**config.mk**
```make
export PLATFORM = sky130hd
export DESIGN_NAME = aasu_top
export DESIGN_NICKNAME = d
export VERILOG_FILES = /design/src/pkg/aasu_pkg.sv /design/src/pkg/aasu_alu_if.sv /design/src/logic/aasu_alu.sv /design/src/logic/aasu_regfile.sv /design/src/logic/aasu_top.sv
export SDC_FILE = /design/constraint.sdc
export NUM_CORES = 1
export LEC_CHECK = 0
export BUFFER_PORTS_ARGS = -buffer_cell sky130_fd_sc_hd__buf_2
export CORE_UTILIZATION = 55
export CTS_CLUSTER_SIZE = 28
export DETAILED_ROUTE_END_ITERATION = 8
export PLACE_DENSITY_LB_ADDON = 0.3
export SKIP_CTS_REPAIR_TIMING = 1
export SLEW_MARGIN = 10
export SYNTH_ARGS = -nofsm -noshare
export SYNTH_HDL_FRONTEND = slang
export SYNTH_SLANG_ARGS = --single-unit
```
**constraint.sdc**
```tcl
create_clock -name CLK_SYS -period 10.95 [get_ports CLK_SYS]
set_input_delay 2.19 -clock CLK_SYS [delete_from_list [all_inputs] [get_ports CLK_SYS]]
set_output_delay 2.19 -clock CLK_SYS [all_outputs]
set_load 0.01 [all_outputs]
```
**src/pkg/aasu_pkg.sv**
```systemverilog
// Shared constants, types and helpers of the accumulator add/subtract unit.
package aasu_pkg;

  // ==========================================================================
  // Timing: clock states per machine cycle, one clock state per CLK_SYS cycle.
  // ==========================================================================
  localparam logic [2:0] T_FIRST   = 3'h1;  // First clock state of a machine cycle.
  localparam logic [2:0] T_SECOND  = 3'h2;  // Clock state after an opcode is taken.
  localparam logic [2:0] T_OPCODE  = 3'h4;  // Opcode fetch machine cycle length.
  localparam logic [2:0] T_OPERAND = 3'h3;  // Operand or displacement byte read.
  localparam logic [2:0] T_CALC    = 3'h5;  // Index address calculation cycle.
  localparam logic [2:0] T_MEMRD   = 3'h3;  // Memory operand read cycle.

  // ==========================================================================
  // Opcode fields.
  // ==========================================================================
  localparam logic [7:0] OPC_PFX_FIRST  = 8'hdd;  // Selects first_index_pair.
  localparam logic [7:0] OPC_PFX_SECOND = 8'hfd;  // Selects second_index_pair.
  localparam logic [1:0] GRP_ARITH      = 2'h2;   // Register and memory forms.
  localparam logic [1:0] GRP_IMM        = 2'h3;   // Immediate forms.
  localparam logic [2:0] SEL_H          = 3'h4;   // High byte of the pointer pair.
  localparam logic [2:0] SEL_L          = 3'h5;   // Low byte of the pointer pair.
  localparam logic [2:0] SEL_MEM        = 3'h6;   // Memory or immediate operand.
  localparam logic [2:0] SEL_ACC        = 3'h7;   // Accumulator as operand.

  // ==========================================================================
  // Flag bit positions and reset values.
  // ==========================================================================
  localparam int FLAG_S  = 7;
  localparam int FLAG_Z  = 6;
  localparam int FLAG_H  = 4;
  localparam int FLAG_PV = 2;
  localparam int FLAG_N  = 1;
  localparam int FLAG_C  = 0;
  localparam logic [7:0] FLAGS_RST = 8'h00;
  localparam logic [7:0] ACC_RST   = 8'h00;
  localparam logic [7:0] BYTE_RST  = 8'h00;
  localparam logic [15:0] ADDR_RST = 16'h0000;

  // Sequencer states, one-hot.
  typedef enum logic [4:0] {
    S_IDLE = 5'b00001,
    S_OPC  = 5'b00010,
    S_BYTE = 5'b00100,
    S_CALC = 5'b01000,
    S_MEM  = 5'b10000
  } aasu_state_t;

  // True for add, add-with-carry, subtract and subtract-with-carry opcodes.
  function automatic logic aasu_is_arith(input logic [7:0] opc);
    return (opc[5] == 1'b0) &&
           ((opc[7:6] == GRP_ARITH) || ((opc[7:6] == GRP_IMM) && (opc[2:0] == SEL_MEM)));
  endfunction

  // Index pair plus a two's complement displacement, wrapping at 64K.
  function automatic logic [15:0] aasu_index_addr(input logic [15:0] base,
                                                  input logic [7:0]  disp);
    return base + {{8{disp[7]}}, disp};
  endfunction

endpackage

```
**src/pkg/aasu_alu_if.sv**
```systemverilog
// Operand and result bundle between the sequencer and the adder.
`timescale 1ns/1ps
`default_nettype none
interface aasu_alu_if;
  logic [7:0] a;      // Accumulator operand.
  logic [7:0] b;      // Second operand.
  logic       cin;    // Carry or borrow in.
  logic       sub;    // High for subtraction.
  logic [7:0] res;    // Result byte.
  logic [7:0] flags;  // Flags produced by the operation.
  modport core (output a, b, cin, sub, input res, flags);
  modport alu  (input a, b, cin, sub, output res, flags);
endinterface
`default_nettype wire

```
**src/logic/aasu_alu.sv**
```systemverilog
// Combinational 8-bit adder/subtractor with flag generation.
`timescale 1ns/1ps
`default_nettype none
module aasu_alu
  import aasu_pkg::*;
(
  aasu_alu_if.alu bus
);

  // ==========================================================================
  // Arithmetic and flags.
  // ==========================================================================
  logic [8:0] full;  // Nine-bit sum or difference; bit 8 is carry or borrow.
  logic [4:0] low;   // Low nibble result; bit 4 is half carry or borrow.
  logic       ovf;   // Signed overflow.

  // Separate add and subtract paths share one flag assembly; only overflow differs.
  always_comb begin
    if (bus.sub) begin
      full = {1'b0, bus.a} - {1'b0, bus.b} - {8'h00, bus.cin};
      low  = {1'b0, bus.a[3:0]} - {1'b0, bus.b[3:0]} - {4'h0, bus.cin};
      ovf  = (bus.a[7] != bus.b[7]) && (full[7] != bus.a[7]);
    end else begin
      full = {1'b0, bus.a} + {1'b0, bus.b} + {8'h00, bus.cin};
      low  = {1'b0, bus.a[3:0]} + {1'b0, bus.b[3:0]} + {4'h0, bus.cin};
      ovf  = (bus.a[7] == bus.b[7]) && (full[7] != bus.a[7]);
    end
    bus.res            = full[7:0];
    bus.flags          = 8'h00;
    bus.flags[FLAG_S]  = full[7];
    bus.flags[FLAG_Z]  = (full[7:0] == 8'h00);
    bus.flags[FLAG_H]  = low[4];
    bus.flags[FLAG_PV] = ovf;
    bus.flags[FLAG_N]  = bus.sub;
    bus.flags[FLAG_C]  = full[8];
  end

endmodule // aasu_alu
`default_nettype wire

```
**src/logic/aasu_regfile.sv**
```systemverilog
// Six general byte registers with registered read and the pointer pair output.
`timescale 1ns/1ps
`default_nettype none
module aasu_regfile
  import aasu_pkg::*;
(
  input  wire logic        clk,
  input  wire logic        rst,
  input  wire logic        wr_en,
  input  wire logic [2:0]  wr_sel,
  input  wire logic [7:0]  wr_data,
  input  wire logic [2:0]  rd_sel,
  output var  logic [7:0]  rd_data,
  output var  logic [15:0] ptr
);

  // ==========================================================================
  // Storage.
  // ==========================================================================
  logic [7:0] regs      [0:5];  // Held bytes, indexed by select code.
  logic [7:0] next_regs [0:5];  // Next values.
  logic [7:0] next_rd;          // Next read data.

  // Codes for the memory operand and the accumulator hold nothing here.
  always_comb begin
    for (int i = 0; i < 6; i++) begin
      next_regs[i] = regs[i];
      if (wr_en && (wr_sel == 3'(i))) begin
        next_regs[i] = wr_data;
      end
    end
    next_rd = (rd_sel < SEL_MEM) ? regs[rd_sel] : 8'h00;
  end

  // Registered read costs a cycle, which the four-state fetch easily hides.
  always_ff @(posedge clk or posedge rst) begin
    if (rst) begin
      for (int i = 0; i < 6; i++) begin
        regs[i] <= BYTE_RST;
      end
      rd_data <= BYTE_RST;
    end else begin
      regs    <= next_regs;
      rd_data <= next_rd;
    end
  end

  assign ptr = {regs[SEL_H], regs[SEL_L]};

endmodule // aasu_regfile
`default_nettype wire

```
**src/logic/aasu_top.sv**
```systemverilog
// Accumulator add/subtract unit: opcode sequencing, operand fetch and flags.
`timescale 1ns/1ps
`default_nettype none
module aasu_top
  import aasu_pkg::*;
(
  input  wire logic        CLK_SYS,
  input  wire logic        SYS_RST,
  input  wire logic        FETCH_VALID,
  input  wire logic [7:0]  FETCH_BYTE,
  output var  logic        FETCH_READY,
  output var  logic        MEM_RD_REQ,
  output var  logic [15:0] MEM_ADDR,
  input  wire logic        MEM_RD_VALID,
  input  wire logic [7:0]  MEM_RD_DATA,
  input  wire logic [15:0] FIRST_INDEX_PAIR,
  input  wire logic [15:0] SECOND_INDEX_PAIR,
  input  wire logic        REG_WR_EN,
  input  wire logic [2:0]  REG_WR_SEL,
  input  wire logic [7:0]  REG_WR_DATA,
  input  wire logic        ACC_WR_EN,
  input  wire logic [7:0]  ACC_WR_DATA,
  input  wire logic        FLAG_WR_EN,
  input  wire logic [7:0]  FLAG_WR_DATA,
  output var  logic [7:0]  ACC,
  output var  logic [7:0]  FLAGS,
  output var  logic        BUSY,
  output var  logic        INSN_DONE,
  output var  logic        INSN_UNSUPPORTED
);

  // ==========================================================================
  // State and decode.
  // ==========================================================================
  aasu_state_t state, next_state;        // Machine cycle in progress.
  logic [2:0]  tcnt, next_tcnt;          // Clock state within the cycle.
  logic [7:0]  opc, next_opc;            // Latched opcode.
  logic [7:0]  byte_reg, next_byte_reg;  // Immediate, displacement or memory byte.
  logic        idx_on, next_idx_on;      // An index prefix is pending.
  logic        idx_second, next_idx_second;  // Prefix chose the second pair.
  logic [15:0] next_mem_addr;            // Operand address.
  logic [7:0]  next_acc;                 // Next accumulator.
  logic [7:0]  next_flags;               // Next flags.
  logic [7:0]  rf_rd;                    // Registered register read data.
  logic [15:0] ptr;                      // memory_pointer_pair.
  logic        take;                     // Opcode byte accepted this cycle.
  logic        opc_end;                  // Last state of an opcode fetch.
  logic        reg_form;                 // Opcode names a register operand.
  logic        mem_form;                 // Opcode names a memory operand.
  logic        wb;                       // Arithmetic writeback this cycle.
  logic        unsup;                    // Instruction abandoned this cycle.

  aasu_alu_if alu_if ();

  aasu_alu u_alu (
    .bus (alu_if.alu)
  );

  aasu_regfile u_regfile (
    .clk     (CLK_SYS),
    .rst     (SYS_RST),
    .wr_en   (REG_WR_EN),
    .wr_sel  (REG_WR_SEL),
    .wr_data (REG_WR_DATA),
    .rd_sel  (opc[2:0]),
    .rd_data (rf_rd),
    .ptr     (ptr)
  );

  // Decode of the latched opcode; bits 5:3 give the operation.
  always_comb begin
    reg_form = (opc[7:6] == GRP_ARITH) && (opc[2:0] != SEL_MEM);
    mem_form = (opc[7:6] == GRP_ARITH) && (opc[2:0] == SEL_MEM);
    take     = (state == S_IDLE) && FETCH_VALID;
    opc_end  = (state == S_OPC) && (tcnt == T_OPCODE);
  end

  // ==========================================================================
  // Operands into the adder.
  // ==========================================================================
  // Carry in only for the with-carry variants; opcode bit 4 selects subtract.
  always_comb begin
    alu_if.a   = ACC;
    alu_if.sub = opc[4];
    alu_if.cin = opc[3] & FLAGS[FLAG_C];
    if (reg_form) begin
      alu_if.b = (opc[2:0] == SEL_ACC) ? ACC : rf_rd;
    end else begin
      alu_if.b = byte_reg;
    end
  end

  // ==========================================================================
  // Sequencer.
  // ==========================================================================
  // Handshake outputs are combinational: the byte is taken on the same edge.
  always_comb begin
    FETCH_READY = (state == S_IDLE) || ((state == S_BYTE) && (tcnt == T_FIRST));
    MEM_RD_REQ  = (state == S_MEM) && (tcnt == T_FIRST);
    BUSY        = (state != S_IDLE) || idx_on;
  end

  // Each machine cycle counts its clock states; the first state of an operand
  // or memory read stretches into wait states until the byte arrives.
  always_comb begin
    next_state      = state;
    next_tcnt       = tcnt + 3'h1;
    next_opc        = opc;
    next_byte_reg   = byte_reg;
    next_idx_on     = idx_on;
    next_idx_second = idx_second;
    next_mem_addr   = MEM_ADDR;
    wb              = 1'b0;
    unsup           = 1'b0;
    case (state)
      S_IDLE: begin
        next_tcnt = T_SECOND;
        if (take) begin
          next_opc   = FETCH_BYTE;
          next_state = S_OPC;
        end
      end
      S_OPC: begin
        if (opc_end) begin
          next_tcnt  = T_FIRST;
          next_state = S_IDLE;
          if ((opc == OPC_PFX_FIRST) || (opc == OPC_PFX_SECOND)) begin
            // A repeated prefix simply replaces the earlier one.
            next_idx_on     = 1'b1;
            next_idx_second = (opc == OPC_PFX_SECOND);
          end else if (aasu_is_arith(opc) && reg_form && !idx_on) begin
            wb = 1'b1;
          end else if (aasu_is_arith(opc) && !mem_form && !idx_on) begin
            next_state = S_BYTE;
          end else if (aasu_is_arith(opc) && mem_form && idx_on) begin
            next_state = S_BYTE;
          end else if (aasu_is_arith(opc) && mem_form) begin
            next_mem_addr = ptr;
            next_state    = S_MEM;
          end else begin
            // Other operations belong to other units; report and drop.
            unsup       = 1'b1;
            next_idx_on = 1'b0;
          end
        end
      end
      S_BYTE: begin
        if ((tcnt == T_FIRST) && !FETCH_VALID) begin
          next_tcnt = T_FIRST;
        end else if (tcnt == T_FIRST) begin
          next_byte_reg = FETCH_BYTE;
        end else if (tcnt == T_OPERAND) begin
          next_tcnt = T_FIRST;
          if (idx_on) begin
            next_state = S_CALC;
          end else begin
            wb         = 1'b1;
            next_state = S_IDLE;
          end
        end
      end
      S_CALC: begin
        if (tcnt == T_CALC) begin
          next_tcnt     = T_FIRST;
          next_state    = S_MEM;
          next_mem_addr = aasu_index_addr(idx_second ? SECOND_INDEX_PAIR
                                                     : FIRST_INDEX_PAIR, byte_reg);
        end
      end
      S_MEM: begin
        if ((tcnt == T_FIRST) && !MEM_RD_VALID) begin
          next_tcnt = T_FIRST;
        end else if (tcnt == T_FIRST) begin
          next_byte_reg = MEM_RD_DATA;
        end else if (tcnt == T_MEMRD) begin
          next_tcnt   = T_FIRST;
          wb          = 1'b1;
          next_idx_on = 1'b0;
          next_state  = S_IDLE;
        end
      end
      default: begin
        next_state  = S_IDLE;
        next_tcnt   = T_FIRST;
        next_idx_on = 1'b0;
      end
    endcase
    INSN_DONE        = wb || unsup;
    INSN_UNSUPPORTED = unsup;
  end

  // Writeback wins over a software load in the same cycle.
  always_comb begin
    next_acc   = ACC_WR_EN ? ACC_WR_DATA : ACC;
    next_flags = FLAG_WR_EN ? FLAG_WR_DATA : FLAGS;
    if (wb) begin
      next_acc   = alu_if.res;
      next_flags = alu_if.flags;
    end
  end

  // Sequencer and result registers.
  always_ff @(posedge CLK_SYS or posedge SYS_RST) begin
    if (SYS_RST) begin
      state      <= S_IDLE;
      tcnt       <= T_FIRST;
      opc        <= BYTE_RST;
      byte_reg   <= BYTE_RST;
      idx_on     <= 1'b0;
      idx_second <= 1'b0;
      MEM_ADDR   <= ADDR_RST;
      ACC        <= ACC_RST;
      FLAGS      <= FLAGS_RST;
    end else begin
      state      <= next_state;
      tcnt       <= next_tcnt;
      opc        <= next_opc;
      byte_reg   <= next_byte_reg;
      idx_on     <= next_idx_on;
      idx_second <= next_idx_second;
      MEM_ADDR   <= next_mem_addr;
      ACC        <= next_acc;
      FLAGS      <= next_flags;
    end
  end
endmodule // aasu_top
`default_nettype wire

```
==> qor.yml <==
design_area_um2: 8590
ys_warn_count: 0
ys.flop_type: "dfrtp_1"
hp-class: "flip-flop to flip-flop"
clkPwrFrac_pct: 30.7
clkLatencyLatePin_ns: 0.42
crit_required_ns: 8.76
switching_share_pct: 35.7
coreArea_um2: 12800
synth_most_common_cell: "dfrtp_1"
drtIter0Drc: 403
fmax_mhz: 169
outcome: "complete, no violations"
grt_max_degree: 84
track_usage_pct: 28.7
wirelength_mm: 18.6
slowest_delay_ns: 1.09
netSwitchingPower_mw: 0.655
cellLeakagePower_nw: 4.03
hpwlAfterDp_mm: 13.8
finalHoldViolations: 0
fin_crit_sh_pct: 54.2
synth_top_area_cell: "dfrtp_1"
cts_root_buf: "clkbuf_16"
avgViaCountPerCell: 5.94
rsz0062_at_grt: "no"
startpoint_type: "flip-flop"
layout.cells.non_filler: 1021
worstSetupPathType: "flip-flop to output pin"
cellPowerDensity_nw_per_um2: 214
critPathSlowestCell: "dfrtp_1"
cts_tree: "yes"
first_global_vias: 5890
first_pass_iters: 4
drive_gt1_share_pct: 29.7
ios: 119
n_antenna_cell: 0
wl_met1_mm: 7.73
antenna_found_initial: 0
drv_slew: 0
numCtsBuffers: 17
detailroute.via_count: 6061
synth_commonest_cells: "112 x dfrtp_1, 75 x mux2_2, 59 x nand2_1"
overflow: 0
tightest_slew_ns: 1.13
cp_data_arrival_time_ns: 3.74
ys_seq_area_share_pct: 39.3
crit_fanout: 27
clk_pin_slew_worst_paths_ns: 0.06
holdWs_ns: 0.475
maxSlewHeadroom_pct: 24.7
top_register: "u_regfile.regs"
portBuffers: 118
cts.sinks: 114
finalSetupViolations: 0
start_util_pct: 56.9
drv_cap: 0
met3WireLength_mm: 1.11
wire_per_inst_um: 18.2
yosysTopAreaCellShare_pct: 38.6
syn2layout_area_growth_pct: 18.1
routed-wl-met2_mm: 9.26
largest_reg_flops: 32
synth_cells: 726
skew_ns: 0.00556
synth_area_per_cell_um2: 10.0
fin_setup_tns_ns: 0
synth_edf_count: 0
layout_min_cycle_time_ns: 5.93
nets: 964
dp.cells: 989
crit_top_cell: "nand3b_1"
h-tree-depth: 4
drcViolationCount: 0
syn-cell-area_um2: 7270
p_seq_share_pct: 33.9
critPathCaptureType: "output pin"
place.gp.congestion: 0.915
routed.top_layer: "met4"
final_antenna_net_count: 0
ys_ff_latch: 114
vdd_drop_max_v: 0.000136
grt_first_pass_wirelength_mm: 29.1
async_reset_ff_share_pct: 100
ys_types: 64
synthTopCellsByArea: "dfrtp_1 39%, mux2_2 12%, ha_1 7.1%"
power_frac_comb_pct: 35.4
power.internal_mw: 1.18
placed_area_um2: 7980
dieHeight_um: 117
die_area_um2: 13700
row_count: 41
path_cells: "nand3b_1 -> nand3b_1 -> nor3_1 -> a32o_1 -> or2_2 -> buf_2"
synthesis.nets: 854
die_w_um: 117
clk_path_buf_depth: 2
[path summary, 6_finish.rpt]
| path | depth (start not counted) | slack (ns) | start | end |
|---|---|---|---|---|
| worst max-delay path | 6 | 5.02 | opc[0] | INSN_DONE |
| max in group asynchronous | 3 | 7.79 | SYS_RST | MEM_ADDR[8] |
| min in group asynchronous | 2 | 1.77 | SYS_RST | u_regfile.regs[44] |
| worst max register to register | 13 | 6.10 | opc[0] | FLAGS[6] |
| worst min-delay path | 2 | 0.47 | MEM_ADDR[6] | MEM_ADDR[6] |
| worst min register to register | 2 | 0.47 | MEM_ADDR[6] | MEM_ADDR[6] |
[metrics by stage]
stage / utilization (%) / setup slack (ns) / total power, mW
global route: 67.2 / 4.68 / 1.94
finish: 67.2 / 5.02 / 1.84
detailed placement: 62.5 / 5.52 / 1.26
floorplan: - / 5.75 / 1.09
CTS: 67.2 / 5.04 / 1.83
global placement: 62.5 / 5.60 / 1.23
[cell type report]
cell class,count,area [um^2]
fillers,963,4190
multi-input cells,535,4130
flip-flops and latches,114,2860
repair buffers,120,606
clock buffers,19,443
well taps,172,215
inverters,48,183
clock inverters,13,160
[power groups by stage]
stage | clock [mW] | sequential (mW) | combinational, mW
2_1_floorplan | 0 | 0.563 | 0.526
6_report | 0.563 | 0.623 | 0.649
3_3_place_gp | 0 | 0.618 | 0.609
4_1_cts | 0.568 | 0.620 | 0.642
5_1_grt | 0.589 | 0.635 | 0.716
3_5_place_dp | 0 | 0.625 | 0.636
[layer usage]
layer | vias to the layer above | track usage, %
met1 | 2974 | 36.3
met5 | - | 0
met2 | 228 | 47.5
li1 | 2814 | -
met3 | 45 | 5.82
met4 | 0 | 13.4
[cell families after synthesis]
group,count (synthesis),synth area share (%)
and+or+nand+nor,190,12.7
buffers and inverters,77,4.11
xor gates and xnor gates,26,3.13
muxes,119,19.1
AOI/OAI and AO/OA,153,13.2
DFF,114,39.3
adders and majority gates,47,8.57
[worst max-delay path, delay by kind of cell, from the launching register on]
kind / cells / cell delay, ns
flops: 1 / 1.09
simple gates: 4 / 1.30
buf+inv: 1 / 0.12
compound gates: 1 / 0.80
[cell usage in the layout, fill, tap and decap left out, types with 5 or more instances in the layout]
cell type,n
buf_2,118
dfrtp_1,112
mux2_2,75
nand2_1,59
nor2_1,58
o21ai_0,53
inv_1,47
ha_1,41
a21oi_1,37
mux2i_1,36
xnor2_1,19
clkbuf_16,17
nor3_1,13
o22ai_1,11
nand2b_1,9
nor2b_1,8
a211oi_1,8
nand3_1,8
mux4_2,8
xor2_1,7
nand3b_1,6
o21a_1,6
a21o_1,6
fa_1,5
Note: power is estimated with default switching activity, not from simulation.
